**config.mk**
```make
export PLATFORM = sky130hd
export DESIGN_NAME = dcyh_engine
export DESIGN_NICKNAME = d
export VERILOG_FILES = /design/src/verilog/dcyh_pkg.sv /design/src/verilog/dcyh_sync_if.sv /design/src/verilog/dcyh_pin_sync.sv /design/src/verilog/dcyh_engine.sv
export SDC_FILE = /design/constraint.sdc
export NUM_CORES = 1
export LEC_CHECK = 0
export BUFFER_PORTS_ARGS = -buffer_cell sky130_fd_sc_hd__buf_2
export CAP_MARGIN = 0
export CORE_ASPECT_RATIO = 1.2
export CORE_MARGIN = 5
export CORE_UTILIZATION = 30
export CTS_CLUSTER_SIZE = 8
export DETAILED_ROUTE_END_ITERATION = 6
export GPL_TIMING_DRIVEN = 0
export PLACE_DENSITY_LB_ADDON = 0.1
export SLEW_MARGIN = 20
export SYNTH_ARGS = -nofsm -noshare
export SYNTH_HDL_FRONTEND = slang
export SYNTH_SLANG_ARGS = --single-unit
export TNS_END_PERCENT = 100
```
**constraint.sdc**
```tcl
create_clock -name core_clk -period 3.8 [get_ports core_clk]
set_clock_uncertainty 0.1 [all_clocks]
set_input_delay 0.19 -clock core_clk [delete_from_list [all_inputs] [get_ports core_clk]]
set_output_delay 0.19 -clock core_clk [all_outputs]
set_load 0.05 [all_outputs]
```
**src/verilog/dcyh_pkg.sv**
```systemverilog
// Package for the DMA word handshake: widths, states and cycle figures.
// Assumes a single 40 MHz clock shared by every module of the block.
package dcyh_pkg;

    localparam int unsigned DCYH_DATA_W = 16;
    localparam int unsigned DCYH_COUNT_W = 16;
    localparam int unsigned DCYH_CLK_PERIOD_NS = 25;
    // Setup of outbound data before the strobe's leading edge
    localparam int unsigned DCYH_SETUP_NS = 25;
    localparam int unsigned DCYH_SETUP_CYC =
        (DCYH_SETUP_NS + DCYH_CLK_PERIOD_NS - 1) / DCYH_CLK_PERIOD_NS;
    localparam logic [DCYH_COUNT_W-1:0] DCYH_COUNT_RST = 16'h0000;
    localparam logic [DCYH_DATA_W-1:0] DCYH_DATA_RST = 16'h0000;

    typedef enum logic [4:0] {
        DCYH_IDLE  = 5'h01,
        DCYH_SETUP = 5'h02,
        DCYH_STRB  = 5'h04,
        DCYH_WAIT  = 5'h08,
        DCYH_DONE  = 5'h10
    } dcyh_state_t;

endpackage

```
**src/verilog/dcyh_sync_if.sv**
```systemverilog
// Interface carrying synchronised link levels from the pin stage to the engine.
// Assumes both ends sit on core_clk.
`timescale 1ns/1ps
interface dcyh_sync_if #(parameter int unsigned W = 16);
    logic ready;
    logic busy;
    logic [W-1:0] data;
    modport src (output ready, busy, data);
    modport dst (input ready, busy, data);
endinterface

```
**src/verilog/dcyh_pin_sync.sv**
```systemverilog
// Two-flop synchronisers for the host's ready, busy and inbound data pins.
// Assumes the host drives these pins without reference to core_clk.
`timescale 1ns/1ps
module dcyh_pin_sync #(
    parameter int unsigned W = 16
) (
    // Clock and reset
    input wire logic core_clk,
    input wire logic reset,
    // Raw pins
    input wire logic host_ready,
    input wire logic host_busy,
    input wire logic [W-1:0] host_data_in,
    // Synchronised levels
    dcyh_sync_if.src sync
);
    logic [W+1:0] meta_q;
    logic [W+1:0] meta_d;
    logic [W+1:0] stab_q;
    logic [W+1:0] stab_d;

    always_comb begin
        meta_d = {host_ready, host_busy, host_data_in};
        stab_d = meta_q;
    end

    always_ff @(posedge core_clk) begin
        if (reset) begin
            meta_q <= '0;
            stab_q <= '0;
        end else begin
            meta_q <= meta_d;
            stab_q <= stab_d;
        end
    end

    assign sync.ready = stab_q[W+1];
    assign sync.busy = stab_q[W];
    assign sync.data = stab_q[W-1:0];
endmodule // dcyh_pin_sync

```
**src/verilog/dcyh_engine.sv**
```systemverilog
// DMA word handshake engine: the board strobes, the host answers with busy.
// Assumes the host pins are asynchronous; firmware loads the transfer after ready.
`timescale 1ns/1ps

// Notes on behaviour
// - Only this engine ever starts a transfer
// - Transfer load accepted only while ready seen
// - Loaded transfer strobes each word automatically
// - Outbound word valid before strobe leading edge
// - Inbound word latched at busy trailing edge
// - Strobing stops when word count exhausted
module dcyh_engine
    import dcyh_pkg::*;
#(
    parameter int unsigned DATA_W = dcyh_pkg::DCYH_DATA_W,
    parameter int unsigned COUNT_W = dcyh_pkg::DCYH_COUNT_W
) (
    // Clock and reset
    input wire logic core_clk,
    input wire logic reset,
    // Firmware side
    input wire logic load,
    input wire logic to_host,
    input wire logic [COUNT_W-1:0] word_total,
    output logic host_seen,
    output logic load_refused,
    output logic active,
    output logic done,
    // Word source and sink
    input wire logic [DATA_W-1:0] out_word,
    output logic out_take,
    output logic [DATA_W-1:0] in_word,
    output logic in_valid,
    output logic [COUNT_W-1:0] words_done,
    // Link pins
    input wire logic host_ready,
    input wire logic host_busy,
    input wire logic [DATA_W-1:0] host_data_in,
    output logic cycle_req,
    output logic [DATA_W-1:0] host_data_out
);
    import dcyh_pkg::*;

    dcyh_sync_if #(.W(DATA_W)) sync_bus ();

    dcyh_pin_sync #(.W(DATA_W)) u_sync (
        .core_clk(core_clk),
        .reset(reset),
        .host_ready(host_ready),
        .host_busy(host_busy),
        .host_data_in(host_data_in),
        .sync(sync_bus)
    );

    dcyh_state_t state_q;
    dcyh_state_t state_d;
    logic dir_q;
    logic dir_d;
    logic [COUNT_W-1:0] total_q;
    logic [COUNT_W-1:0] total_d;
    logic [COUNT_W-1:0] count_q;
    logic [COUNT_W-1:0] count_d;
    logic [DATA_W-1:0] dout_q;
    logic [DATA_W-1:0] dout_d;
    logic [DATA_W-1:0] din_q;
    logic [DATA_W-1:0] din_d;
    logic busy_prev_q;
    logic busy_prev_d;
    logic req_q;
    logic req_d;
    logic take_q;
    logic take_d;
    logic inv_q;
    logic inv_d;
    logic done_q;
    logic done_d;
    logic refused_q;
    logic refused_d;
    logic seen_q;
    logic seen_d;
    logic busy_fall;

    // Busy trailing edge, seen after the synchroniser
    assign busy_fall = busy_prev_q && !sync_bus.busy;

    // Next state and data path
    always_comb begin
        state_d = state_q;
        dir_d = dir_q;
        total_d = total_q;
        count_d = count_q;
        dout_d = dout_q;
        din_d = din_q;
        req_d = req_q;
        take_d = 1'b0;
        inv_d = 1'b0;
        done_d = done_q;
        refused_d = 1'b0;
        seen_d = sync_bus.ready;
        busy_prev_d = sync_bus.busy;
        unique case (state_q)
            DCYH_IDLE: begin
                if (load) begin
                    if (sync_bus.ready && word_total != DCYH_COUNT_RST) begin
                        dir_d = to_host;
                        total_d = word_total;
                        count_d = DCYH_COUNT_RST;
                        done_d = 1'b0;
                        state_d = DCYH_SETUP;
                        if (to_host) begin
                            dout_d = out_word;
                            take_d = 1'b1;
                        end
                    end else begin
                        refused_d = 1'b1;
                    end
                end
            end
            DCYH_SETUP: begin
                // Data stood on the pins one full cycle before the strobe
                req_d = 1'b1;
                state_d = DCYH_STRB;
            end
            DCYH_STRB: begin
                if (sync_bus.busy) begin
                    req_d = 1'b0;
                    state_d = DCYH_WAIT;
                end
            end
            DCYH_WAIT: begin
                if (busy_fall) begin
                    if (!dir_q) begin
                        din_d = sync_bus.data;
                        inv_d = 1'b1;
                    end
                    count_d = COUNT_W'(count_q + 1'b1);
                    if (COUNT_W'(count_q + 1'b1) == total_q) begin
                        state_d = DCYH_DONE;
                    end else begin
                        state_d = DCYH_SETUP;
                        if (dir_q) begin
                            dout_d = out_word;
                            take_d = 1'b1;
                        end
                    end
                end
            end
            DCYH_DONE: begin
                done_d = 1'b1;
                state_d = DCYH_IDLE;
            end
            default: state_d = DCYH_IDLE;
        endcase
        // Loads outside idle are refused, never queued
        if (load && (state_q != DCYH_IDLE)) begin
            refused_d = 1'b1;
        end
    end

    // State registers
    always_ff @(posedge core_clk) begin
        if (reset) begin
            state_q <= DCYH_IDLE;
            dir_q <= 1'b0;
            total_q <= DCYH_COUNT_RST;
            count_q <= DCYH_COUNT_RST;
            dout_q <= DCYH_DATA_RST;
            din_q <= DCYH_DATA_RST;
            busy_prev_q <= 1'b0;
            req_q <= 1'b0;
            take_q <= 1'b0;
            inv_q <= 1'b0;
            done_q <= 1'b0;
            refused_q <= 1'b0;
            seen_q <= 1'b0;
        end else begin
            state_q <= state_d;
            dir_q <= dir_d;
            total_q <= total_d;
            count_q <= count_d;
            dout_q <= dout_d;
            din_q <= din_d;
            busy_prev_q <= busy_prev_d;
            req_q <= req_d;
            take_q <= take_d;
            inv_q <= inv_d;
            done_q <= done_d;
            refused_q <= refused_d;
            seen_q <= seen_d;
        end
    end

    // Active covers the done cycle so a load there is refused
    logic active_q;
    logic active_d;
    always_comb begin
        active_d = (state_d != DCYH_IDLE);
    end
    always_ff @(posedge core_clk) begin
        if (reset) begin
            active_q <= 1'b0;
        end else begin
            active_q <= active_d;
        end
    end

    // Outputs straight from flip-flops
    assign cycle_req = req_q;
    assign host_data_out = dout_q;
    assign in_word = din_q;
    assign in_valid = inv_q;
    assign out_take = take_q;
    assign words_done = count_q;
    assign done = done_q;
    assign active = active_q;
    assign load_refused = refused_q;
    assign host_seen = seen_q;
endmodule // dcyh_engine

```
======== After elaboration in Yosys (flattened, before gate mapping) ========
Cells that the tools add are included.
storage, ports and cells
  logic and storage cells ................. 84
  bits in read-only memories .............. 0
  latch bits .............................. 0
  flip-flop bits (word level) ............. 114
  memory bits (writable) .................. 0
  memories kept ........................... 0
cells by class
  mux-type cells .......................... 34
  eq/ne operators ......................... 15
  $mul .................................... 0
  bitwise gates (word level) .............. 3
  divide/modulo/power cells ............... 0
  add/subtract/negate cells ............... 1
  reduce and logical (&&, ||, !) cells .... 15
  shift-type cells ........................ 0
  magnitude comparators ................... 0
operators with widths
  kind                                                 number
  two-way mux 16 bit                                   9
  one-hot mux 16 bit (2 select lines)                  2
  two-way mux 5 bit                                    5
  one-hot mux 5 bit (4 select lines)                   1
  adder 16 x 1 -> 16 bit, second input constant        1
  equality test 16 bit                                 1
  nonzero test 16 bit                                  1
  two-way mux 1 bit                                    14
  != test 2 bit, second input constant                 6
  != test 5 x 1 -> 1 bit, second input constant        2
  AND reduction 3 bit                                  3
  AND reduction 7 bit                                  1
  one-hot mux 1 bit (2 select lines)                   3
  nonzero test 2 bit                                   3
  equality test 5 x 1 -> 1 bit, second input constant  1
  equality test 5 x 2 -> 1 bit, second input constant  1
  equality test 5 x 3 -> 1 bit, second input constant  1
  equality test 5 x 4 -> 1 bit, second input constant  1
  equality test 5 bit, second input constant           1
  AND reduction 4 bit                                  1
  logical AND 1 bit                                    3
  inverter 1 bit                                       3
  OR reduction 3 bit                                   1
  != test 2 x 1 -> 1 bit, second input constant        1
  other kinds (2)                                      2

======== Logic depth before layout (Yosys ltp) ========
Gate-level depths: netlist of the first run.
  depth in word-level cells ............... 6
  gate-level depth with buffers ........... 11

======== Modules after synthesis ========
From an unflattened synthesis of the first run, not the netlist that was laid out.
unflattened totals
  cell total of the unflattened synthesis .. 487
  area, all modules ....................... 4649.5 um^2
modules (own cells, without submodules)
  module         area an instance (um^2)  cells each  instances
  dcyh_engine    3654.8                   412         1
  dcyh_pin_sync  994.7                    75          1

======== Least setup slack after synthesis of the first run ========
OpenSTA, ideal clock, no wires.
  path type ............................... register to register
  from .................................... reg count_q[0], in the netlist words_done[0]
  to ...................................... reg dout_q[10], in the netlist host_data_out[10]
  clock period less this slack ............ 3.172 ns
  stages on the path, launching flop included .. 11
  setup slack ............................. 0.628 ns
  required time ........................... 3.628 ns
  buffers on the path ..................... 2
  library setup time ...................... 0.072 ns
  arrival time ............................ 3.001 ns
  path through ............................ dfxtp_1 > ha_1 > nand3_1 > or4_4 > a32oi_1 > nor4bb_1 > nand4_1 > a31oi_1 > buf_6 > buf_12 > mux2i_1
on the way
  cells in the longest elaborated chain, start to end .. 4
RTL lines
  what                           line                RTL
  start: declaration             dcyh_engine.sv:61   logic [COUNT_W-1:0] count_q;
  start signal: assignment       dcyh_engine.sv:180  count_q <= count_d;
  adder 16 x 1 -> 16 bit         dcyh_engine.sv:137  if (COUNT_W'(count_q + 1'b1) == total_q) begin
  equality test 16 bit           dcyh_engine.sv:137
  != test 2 bit (no line)        n/a
  AND reduction 7 bit (no line)  n/a
  end signal: assignment         dcyh_engine.sv:181  dout_q <= dout_d;
  end: declaration               dcyh_engine.sv:63   logic [DATA_W-1:0] dout_q;
Every way passes these cells.
A chain may end at the register's enable or synchronous reset.

======== Worst setup path after layout of the first run ========
  from .................................... reg count_q[0], in the netlist words_done[0]
  to ...................................... reg dout_q[14], in the netlist host_data_out[14]
The elaborated chain is that of the path after synthesis.

==> results.ini, run 1 <==
[yosys]
synth_area_per_cell_um2 = 9.21
synth_xor_area_share_pct = 3.80
yosys.cell_types.count = 57
synth-adder-area-share_pct = 0.258
synthTopCellsByArea = dfxtp_1 47%, mux2i_1 6.8%, nor2b_1 4.9%
yosys_warnings = 0
synth-edff-count = 0
syn-cell-area_mm2 = 0.00484
yosys_most_used_dff = dfxtp_1
synth.ff_latch_count = 114
syn_inst = 526
synth-seq-area-share_pct = 47.1
yosys.area_share.simple_pct = 26.7
synth_top_area_share_pct = 47.1
muxShareOfSynthArea_pct = 7.05
synthArstFlopShare_pct = 0
synth_top_family_by_area = simple AND/OR/NAND/NOR gates
yosysTopAreaCell = dfxtp_1
synthesis.nets = 581
synth_compound_area_share_pct = 10.4

[clock_tree]
htree_levels = 4
cts_setup_buffers = 0
tritoncts = yes
cts_num_sinks = 114
clkLatencyLatePin_ps = 420
cts_buffers = 17
cts_root_buf = clkbuf_16
clock_path_buffers = 2
clk_pin_slew_worst_paths_ps = 60

[worst_setup_path]
cp.required_ps = 4050
crit_chain = ha_1 -> nand3_1 -> or4_4 -> a32oi_1 -> nor4bb_1 -> nand4_1 -> a31oi_1 -> buf_6 -> buf_12 -> mux2i_1
r2r_slack_ps = 440
cp-start-kind = flip-flop
crit_buf_inv = 2
crit_slowest_cell = or4_4
rr_startpoint = words_done[0]
reg2reg_depth = 10
path_max_fanout = 10
cp_num_cells = 10
worst_ep_arrival_time_ps = 3600
timing.rr.end = host_data_out[14]
path_delay_family = simple AND/OR/NAND/NOR gates
crit_path_end_kind = flip-flop
critical_path_class = flip-flop to flip-flop
critPathMaxStageDelay_ps = 630

[floorplanning]
die_height_um = 149
die_area_mm2 = 0.0188
pin_count = 109
initial_core_util_pct = 30.1
core_area_mm2 = 0.0161
rows = 51
die_width_um = 126

[sta]
totalNegativeSetupSlack_ps = 0
grt_setup_unrepaired = no
setup_violations = 0
slew_violations = 0
post-route-period-util_pct = 88.4
hold_violations = 0
period_needed_ps = 3360
max_freq_ghz = 0.298
worst_pin_slew_ps = 864
slew_headroom_pct = 42.4

[final_layout]
stdcell_count = 926
layout_commonest_cell = dfxtp_1
n_antenna_cell = 0
syn_to_final_growth_pct = 38.7
nets = 756
fill_cells = 1678
drive_gt1_share_pct = 24.1
layout_common_cells = 114 x dfxtp_1, 109 x buf_2, 49 x nand2_1, 49 x dlygate4sd3_1, 44 x a21oi_1

[grt]
overflow = 0
grt_max_degree = 17
grt_pass1_vias = 4273
grt_usage_pct = 14.7
grt_pass1_wl_um = 21800
antenna_found_initial = 0

[place]
dpl.hpwl_um = 9900
placedCellCount = 845
place_congestion = 0.818
port_buffers = 107

[worst_hold_path]
hold_class = input pin to flip-flop
hold_path_end = host_data_out[14]
hold_depth = 3
hp-start = out_word[14]

[detailed_routing]
wl_per_cell_um = 14.5
num_vias = 4246
drt_iter0_drc = 195
wl_um = 13500
dr.pass1.iters = 4
postRouteAntennaNets = 0
routed_via_density = 4.59
drc = 0

[power_and_ir_drop]
total_leakage_power_uw = 0.00291
peakVddDrop_v = 0.000331
powerDensity_mw_per_mm2 = 442

[status]
status = complete, no violations

[flow_run]
cap_violations = 0

cell usage after synthesis, drive strengths merged (3+ instances only):
master  number
dfxtp      114
xor2         5
xnor2       16
nor3         5
clkbuf      27
mux2i       33
and2         4
nand2b      30
nor2b       38
nand2       49
nand3       14
a211oi       4
buf          8
nor2        43
nor4        10
nand4        6
a21oi       44
or3          8
o21ai       16
nand3b       4
inv          5
a31oi        6
and3         3
or2b         6
what timing repair did:
action | CTS | global route
endpoints found under the setup margin | 0 | 0
hold endpoints to repair | 49 | 0
resized for setup | 0 | 0
hold buffers | 49 | 0
layer usage:
| metal | wire length [µm] | GRT usage [%] | up-vias |
|---|---|---|---|
| met4 | 427 | 7.51 | 0 |
| met2 | 6820 | 25.9 | 94 |
| met1 | 5660 | 16.5 | 1971 |
| met3 | 543 | 3.40 | 24 |
| met5 | 0 | 0 | - |
| li1 | - | - | 2157 |
cells by family after synthesis:
family | after synthesis
multiplexers | 34
XOR/XNOR | 21
adder cells (fa/ha/maj) | 1
buffers and inverters | 40
AND/OR/NAND/NOR | 232
flip-flops | 114
AO/OA/AOI/OAI | 84
registers in the layout, summed over array words and instances, names as in the netlist, 5 cells and up:
register / count
host_data_out: 16
u_sync.meta_q: 18
state_q: 5
u_sync.stab_q: 18
words_done: 16
total_q: 16
in_word: 16
stage by stage:
stage	area [µm²]	hold WS [ps]	power, µW	util, %	setup WS (ps)
floorplan	4840	218	1340	-	628
finish	6720	11.8	2970	41.8	443
global placement	5650	303	1400	35.1	429
detailed placement	5650	302	1400	35.1	448
global route	6720	23.6	3090	41.8	65.9
CTS	6720	1.51	3010	41.8	420
final cells by class:
cell class	instances	area (µm²)	area share, %
well taps	212	265	3.95
multi-input cells	372	2340	34.8
inverters	5	18.8	0.279
clock inverters	14	155	2.31
flip-flops and latches	114	2280	34.0
plain buffers	35	206	3.07
clock buffers	18	429	6.39
repair buffers	156	1030	15.3
worst register-to-register path, stage by stage, from the launching register on:
cell and delay (ps):
dfxtp_1 510, ha_1 350, nand3_1 260, or4_4 630, a32oi_1 170, nor4bb_1 230, nand4_1 210, a31oi_1 290
buf_6 200, buf_12 150, mux2i_1 190
power breakdown:
group / total, µW / internal (µW) / switching [µW] / leakage (µW)
clock network: 1560 / 970 / 590 / 0.000270
logic: 178 / 94.3 / 83.8 / 0.00171
registers: 1230 / 1220 / 10.3 / 0.000928
worst max-delay path by stage:
stage / start / end / slack, ps
finish: words_done[0] / host_data_out[14] / 440
global route: words_done[0] / host_data_out[9] / 70
CTS: words_done[0] / host_data_out[14] / 420
detailed placement: words_done[0] / host_data_out[13] / 450
global placement: words_done[0] / host_data_out[14] / 430
floorplan: words_done[0] / host_data_out[10] / 630
Power figures use the tool's default switching activity.
==> run 2: changes to the inputs <==
--- a/config.mk
+++ b/config.mk
@@ -14,6 +14,7 @@
 export DETAILED_ROUTE_END_ITERATION = 6
 export GPL_TIMING_DRIVEN = 0
 export PLACE_DENSITY_LB_ADDON = 0.1
+export REMOVE_ABC_BUFFERS = 1
 export SLEW_MARGIN = 20
 export SYNTH_ARGS = -nofsm -noshare
 export SYNTH_HDL_FRONTEND = slang
==> results.ini, run 2 (same netlist as run 1, synthesis figures left out) <==
[floorplanning]
die_height_um = 149  ; unchanged
die_area_mm2 = 0.0188  ; unchanged
die_width_um = 126  ; unchanged
initial_core_util_pct = 30.1  ; unchanged
core_area_mm2 = 0.0161  ; unchanged
pin_count = 109  ; unchanged
rows = 51  ; unchanged

[detailed_routing]
drt_iter0_drc = 160  ; -18%
num_vias = 4122  ; -2.9%
wl_per_cell_um = 14.0  ; -3.9%
dr.pass1.iters = 5  ; +1
drc = 0  ; unchanged
routed_via_density = 4.61  ; +0.55%
wl_um = 12500  ; -7.2%
postRouteAntennaNets = 0  ; unchanged

[worst_setup_path]
reg2reg_depth = 9  ; -1
critical_path_class = flip-flop to flip-flop
cp.required_ps = 4030  ; -20 ps
cp-start-kind = flip-flop
path_max_fanout = 16  ; +6
rr_startpoint = words_done[0]
worst_ep_arrival_time_ps = 3560  ; -40 ps
timing.rr.end = host_data_out[2]
crit_path_end_kind = flip-flop
r2r_slack_ps = 470  ; +30 ps

[final_layout]
syn_to_final_growth_pct = 35.9
drive_gt1_share_pct = 25.1  ; +0.98 points
nets = 725  ; -4.1%
layout_common_cells = 114 x dfxtp_1, 107 x buf_2, 49 x dlygate4sd3_1
stdcell_count = 894  ; -3.5%
layout_commonest_cell = dfxtp_1
fill_cells = 1655  ; -1.4%
reg.largest.list = u_sync.meta_q: 18 flops, u_sync.stab_q: 18 flops
n_antenna_cell = 0  ; unchanged

[grt]
antenna_found_initial = 0  ; unchanged
grt_pass1_wl_um = 20300  ; -6.6%
grt_usage_pct = 13.6  ; -1.1 points
grt_max_degree = 80  ; +63
overflow = 0  ; unchanged
grt_pass1_vias = 4161  ; -2.6%

[sta]
max_freq_ghz = 0.300  ; +0.85%
worst_pin_slew_ps = 750  ; -114 ps
setup_violations = 0  ; unchanged
slew_headroom_pct = 49.8  ; +7.4 points
slew_violations = 0  ; unchanged
post-route-period-util_pct = 87.6  ; -0.75 points
grt_setup_unrepaired = no
hold_violations = 0  ; unchanged
fin_hold_ws_ps = 19.0  ; +7.17 ps
period_needed_ps = 3330  ; -28.4 ps

[worst_hold_path]
hold_path_end = host_data_out[12]
hold_depth = 3  ; unchanged
hp-start = out_word[12]
hold_class = input pin to flip-flop

[place]
place_congestion = 0.792  ; -3.2%
port_buffers = 108  ; +0.93%
placedCellCount = 814  ; -3.7%
dpl.hpwl_um = 8390  ; -15%

[clock_tree]
clkLatencyLatePin_ps = 410  ; about the same
cts_num_sinks = 114  ; unchanged
cts_buffers = 17  ; unchanged
tritoncts = yes
htree_levels = 4  ; unchanged
cts_root_buf = clkbuf_16
clock_path_buffers = 2  ; unchanged
clk_pin_slew_worst_paths_ps = 50  ; about the same

[power_and_ir_drop]
total_leakage_power_uw = 0.00285  ; -2.2%
peakVddDrop_v = 0.000307  ; -7.4%
powerDensity_mw_per_mm2 = 440  ; -0.47%

[status]
status = complete, no violations

[flow_run]
cap_violations = 0  ; unchanged

[run 2: cell types whose count changed in the layout (fill, tap and decap cells not counted), sizes merged]
cell | previous run | this run
clkbuf | 45 | 17
buf | 115 | 111
bufinv | 2 | 1
inv | 8 | 9
[run 2: layer usage]
| metal | vias up | wire length [µm] | GRT usage (%) |
|---|---|---|---|
| met5 | - | 0 | 0 |
| met4 | 0 | 145 | 5.04 |
| met3 | 10 | 732 | 4.98 |
| met2 | 95 | 6080 | 23.1 |
| met1 | 1932 | 5520 | 15.5 |
| li1 | 2085 | - | - |
[run 2: final cells by class]
cell class	count	area, µm²	area share [%]
clock buffer	17	425	6.46
clock inverter	14	134	2.03
inverter	5	18.8	0.285
multi-input combinational	372	2370	35.9
sequential	114	2280	34.7
tap	212	265	4.03
timing repair buffer	160	1090	16.6
[run 2: worst max-delay path by stage]
stage,endpoint,start,cells past startpoint
after floorplan,host_data_out[0],words_done[0],8
after global placement,out_take,state_q[4],5
after detailed placement,host_data_out[7],words_done[0],9
after CTS,host_data_out[2],words_done[0],9
after global routing,host_data_out[7],words_done[0],9
final,host_data_out[2],words_done[0],9
[run 2: critical path, stage by stage, from the launching register on]
cell and delay, ps:
dfxtp_1 510, ha_1 360, nand3_1 260, or4_4 640, a32oi_1 160, nor4bb_1 250, nand4_1 250, a31oi_4 310
buf_16 200, mux2i_1 190
[run 2: through the flow]
step	TNS [ps]	area (µm²)	total power, µW	setup WS (ps)	util (%)
2_1_floorplan	-5310	4640	1320	-318	-
3_3_place_gp	-35980	5440	1390	-1360	33.9
3_5_place_dp	0	5530	1390	452	34.4
4_1_cts	0	6580	2950	446	40.9
5_1_grt	0	6580	3020	233	40.9
6_report	0	6580	2900	471	40.9
[run 2: what timing repair did]
action | CTS | global route
endpoints found under the hold margin | 49 | 0
setup buffers | 0 | 0
hold buffers | 49 | 0
gates resized for setup | 0 | 0
[run 2: power by group]
part           leakage [µW]  internal, µW  total, µW  switching (µW)
registers          0.000928          1220       1230            10.0
logic               0.00166          93.8        172            78.6
clock network      0.000259           903       1490             590
==> run 3: changes to the inputs <==
--- a/config.mk
+++ b/config.mk
@@ -13,7 +13,7 @@
 export CTS_CLUSTER_SIZE = 8
 export DETAILED_ROUTE_END_ITERATION = 6
 export GPL_TIMING_DRIVEN = 0
-export PLACE_DENSITY_LB_ADDON = 0.1
+export PLACE_DENSITY_LB_ADDON = 0.2
 export REMOVE_ABC_BUFFERS = 1
 export SLEW_MARGIN = 20
 export SYNTH_ARGS = -nofsm -noshare
==> results.ini, run 3 (same netlist as run 1, synthesis figures left out) <==
[final_layout]
layout_commonest_cell = dfxtp_1
drive_gt1_share_pct = 25.0  ; -0.073 points
stdcell_count = 892  ; -0.22%
layout_common_cells = 114 x dfxtp_1, 107 x buf_2, 48 x nand2_1, 48 x dlygate4sd3_1, 43 x a21oi_1
fill_cells = 1653  ; -0.12%
n_antenna_cell = 0  ; unchanged
nets = 724  ; -0.14%
reg.largest.list = u_sync.meta_q: 18 flops, u_sync.stab_q: 18 flops
multi_input_area_mm2 = 0.00237  ; unchanged
final_area_mm2 = 0.00667  ; +1.3%
regArea_mm2 = 0.00228  ; unchanged
syn_to_final_growth_pct = 37.6

[floorplanning]
initial_core_util_pct = 30.1  ; unchanged
die_area_mm2 = 0.0188  ; unchanged
core_area_mm2 = 0.0161  ; unchanged
die_width_um = 126  ; unchanged
die_height_um = 149  ; unchanged
rows = 51  ; unchanged
pin_count = 109  ; unchanged

[grt]
antenna_found_initial = 1  ; +1
overflow = 0  ; unchanged
grt_usage_pct = 13.3  ; -0.27 points
grt_max_degree = 76  ; -5.0%
grt_pass1_wl_um = 20000  ; -1.5%
grt_pass1_vias = 4007  ; -3.7%

[detailed_routing]
drt_iter0_drc = 208  ; +30%
dr.pass1.iters = 4  ; -1
routed_via_density = 4.60  ; -0.29%
num_vias = 4101  ; -0.51%
postRouteAntennaNets = 0  ; unchanged
drc = 0  ; unchanged
wl_um = 12200  ; -2.2%
wl_per_cell_um = 13.7  ; -2.0%

[clock_tree]
cts_buffers = 17  ; unchanged
cts_num_sinks = 114  ; unchanged
clk_pin_slew_worst_paths_ps = 60  ; about the same
cts_root_buf = clkbuf_16
clock_path_buffers = 2  ; unchanged
tritoncts = yes
htree_levels = 4  ; unchanged
clkLatencyLatePin_ps = 410  ; about the same

[sta]
hold_violations = 0  ; unchanged
totalNegativeSetupSlack_ps = 0  ; unchanged
worst_pin_slew_ps = 760  ; +10.2 ps
setup_violations = 0  ; unchanged
max_freq_ghz = 0.302  ; +0.59%
post-route-period-util_pct = 87.1  ; -0.51 points
final.setup.worst_slack_ps = 490  ; +19.4 ps
period_needed_ps = 3310  ; -19.4 ps
slew_headroom_pct = 49.3  ; -0.46 points
slew_violations = 0  ; unchanged
grt_setup_unrepaired = no

[worst_setup_path]
cp-start-kind = flip-flop
worst_ep_arrival_time_ps = 3530  ; -30 ps
critical_path_class = flip-flop to flip-flop
critPathMaxStageDelay_ps = 630  ; about the same
cp.required_ps = 4030  ; about the same
crit_slowest_cell = or4_4
crit_buf_inv = 1  ; unchanged
crit_path_end_kind = flip-flop
crit_chain = ha_1 -> nand3_1 -> or4_4 -> a32oi_1 -> nor4bb_1 -> nand4_1 -> a31oi_4 -> buf_16 -> mux2i_1
path_max_fanout = 16  ; unchanged
path_delay_family = simple AND/OR/NAND/NOR gates

[place]
place_area_mm2 = 0.00553  ; about the same
placedCellCount = 814  ; unchanged
port_buffers = 108  ; unchanged
place_congestion = 0.833  ; +5.3%
dpl.hpwl_um = 8260  ; -1.5%
pre_cts_ws_ps = 506  ; +53.8 ps

[power_and_ir_drop]
powerDensity_mw_per_mm2 = 473  ; +7.5%
total_leakage_power_uw = 0.00290  ; +2.0%
peakVddDrop_v = 0.000266  ; -13%

[worst_hold_path]
hold_class = input pin to flip-flop

[flow_run]
cap_violations = 0  ; unchanged

[status]
status = complete, no violations

[run 3: cell type report]
| class | instances | share of cell area, % |
|---|---|---|
| clock buffers | 20 | 7.00 |
| clock inverters | 10 | 2.72 |
| inverters | 5 | 0.282 |
| multi-input cells | 372 | 35.5 |
| flip-flops and latches | 114 | 34.2 |
| well taps | 212 | 3.98 |
| repair buffers | 159 | 16.3 |
[run 3: path summary, 6_finish.rpt]
check | start | endpoint | slack [ps] | depth (start not counted)
setup / recovery | words_done[0] | host_data_out[3] | 490 | 9
hold / removal | out_word[14] | host_data_out[14] | 30 | 3
setup reg to reg | words_done[0] | host_data_out[3] | 490 | 9
hold reg to reg | u_sync.stab_q[17] | host_seen | 330 | 2
[run 3: per-layer routing]
metal | track usage, % | share of wire (%) | vias up
met5 | 0 | 0.090 | -
met2 | 22.0 | 49 | 98
met4 | 5.36 | 0.96 | 2
met1 | 16.0 | 45 | 1910
li1 | - | - | 2080
met3 | 4.33 | 4.9 | 11
[run 3: where the power goes]
part	switching (µW)	internal (µW)	leakage [µW]
logic	77.7	93.4	0.00166
clock network	543	1200	0.000318
registers	10.6	1220	0.000928
[run 3: stage by stage]
step / power (µW) / hold slack [ps] / utilization (%)
after floorplan: 1320 / 157 / -
after global placement: 1390 / 300 / 33.9
after detailed placement: 1390 / 302 / 34.4
after CTS: 3200 / 0.0201 / 41.4
after global routing: 3260 / 12.9 / 41.5
final: 3150 / 27.9 / 41.5
[run 3: repair_timing]
action,CTS,global route
buffers inserted,0,0
resized for setup,0,0
hold buffers,48,0
endpoints found under the hold margin,48,0
[run 3: worst reg2reg max path: stages (launching register included)]
cell	delay [ps]
dfxtp_1	530
ha_1	370
nand3_1	270
or4_4	640
a32oi_1	170
nor4bb_1	210
nand4_1	220
a31oi_4	300
buf_16	200
mux2i_1	220
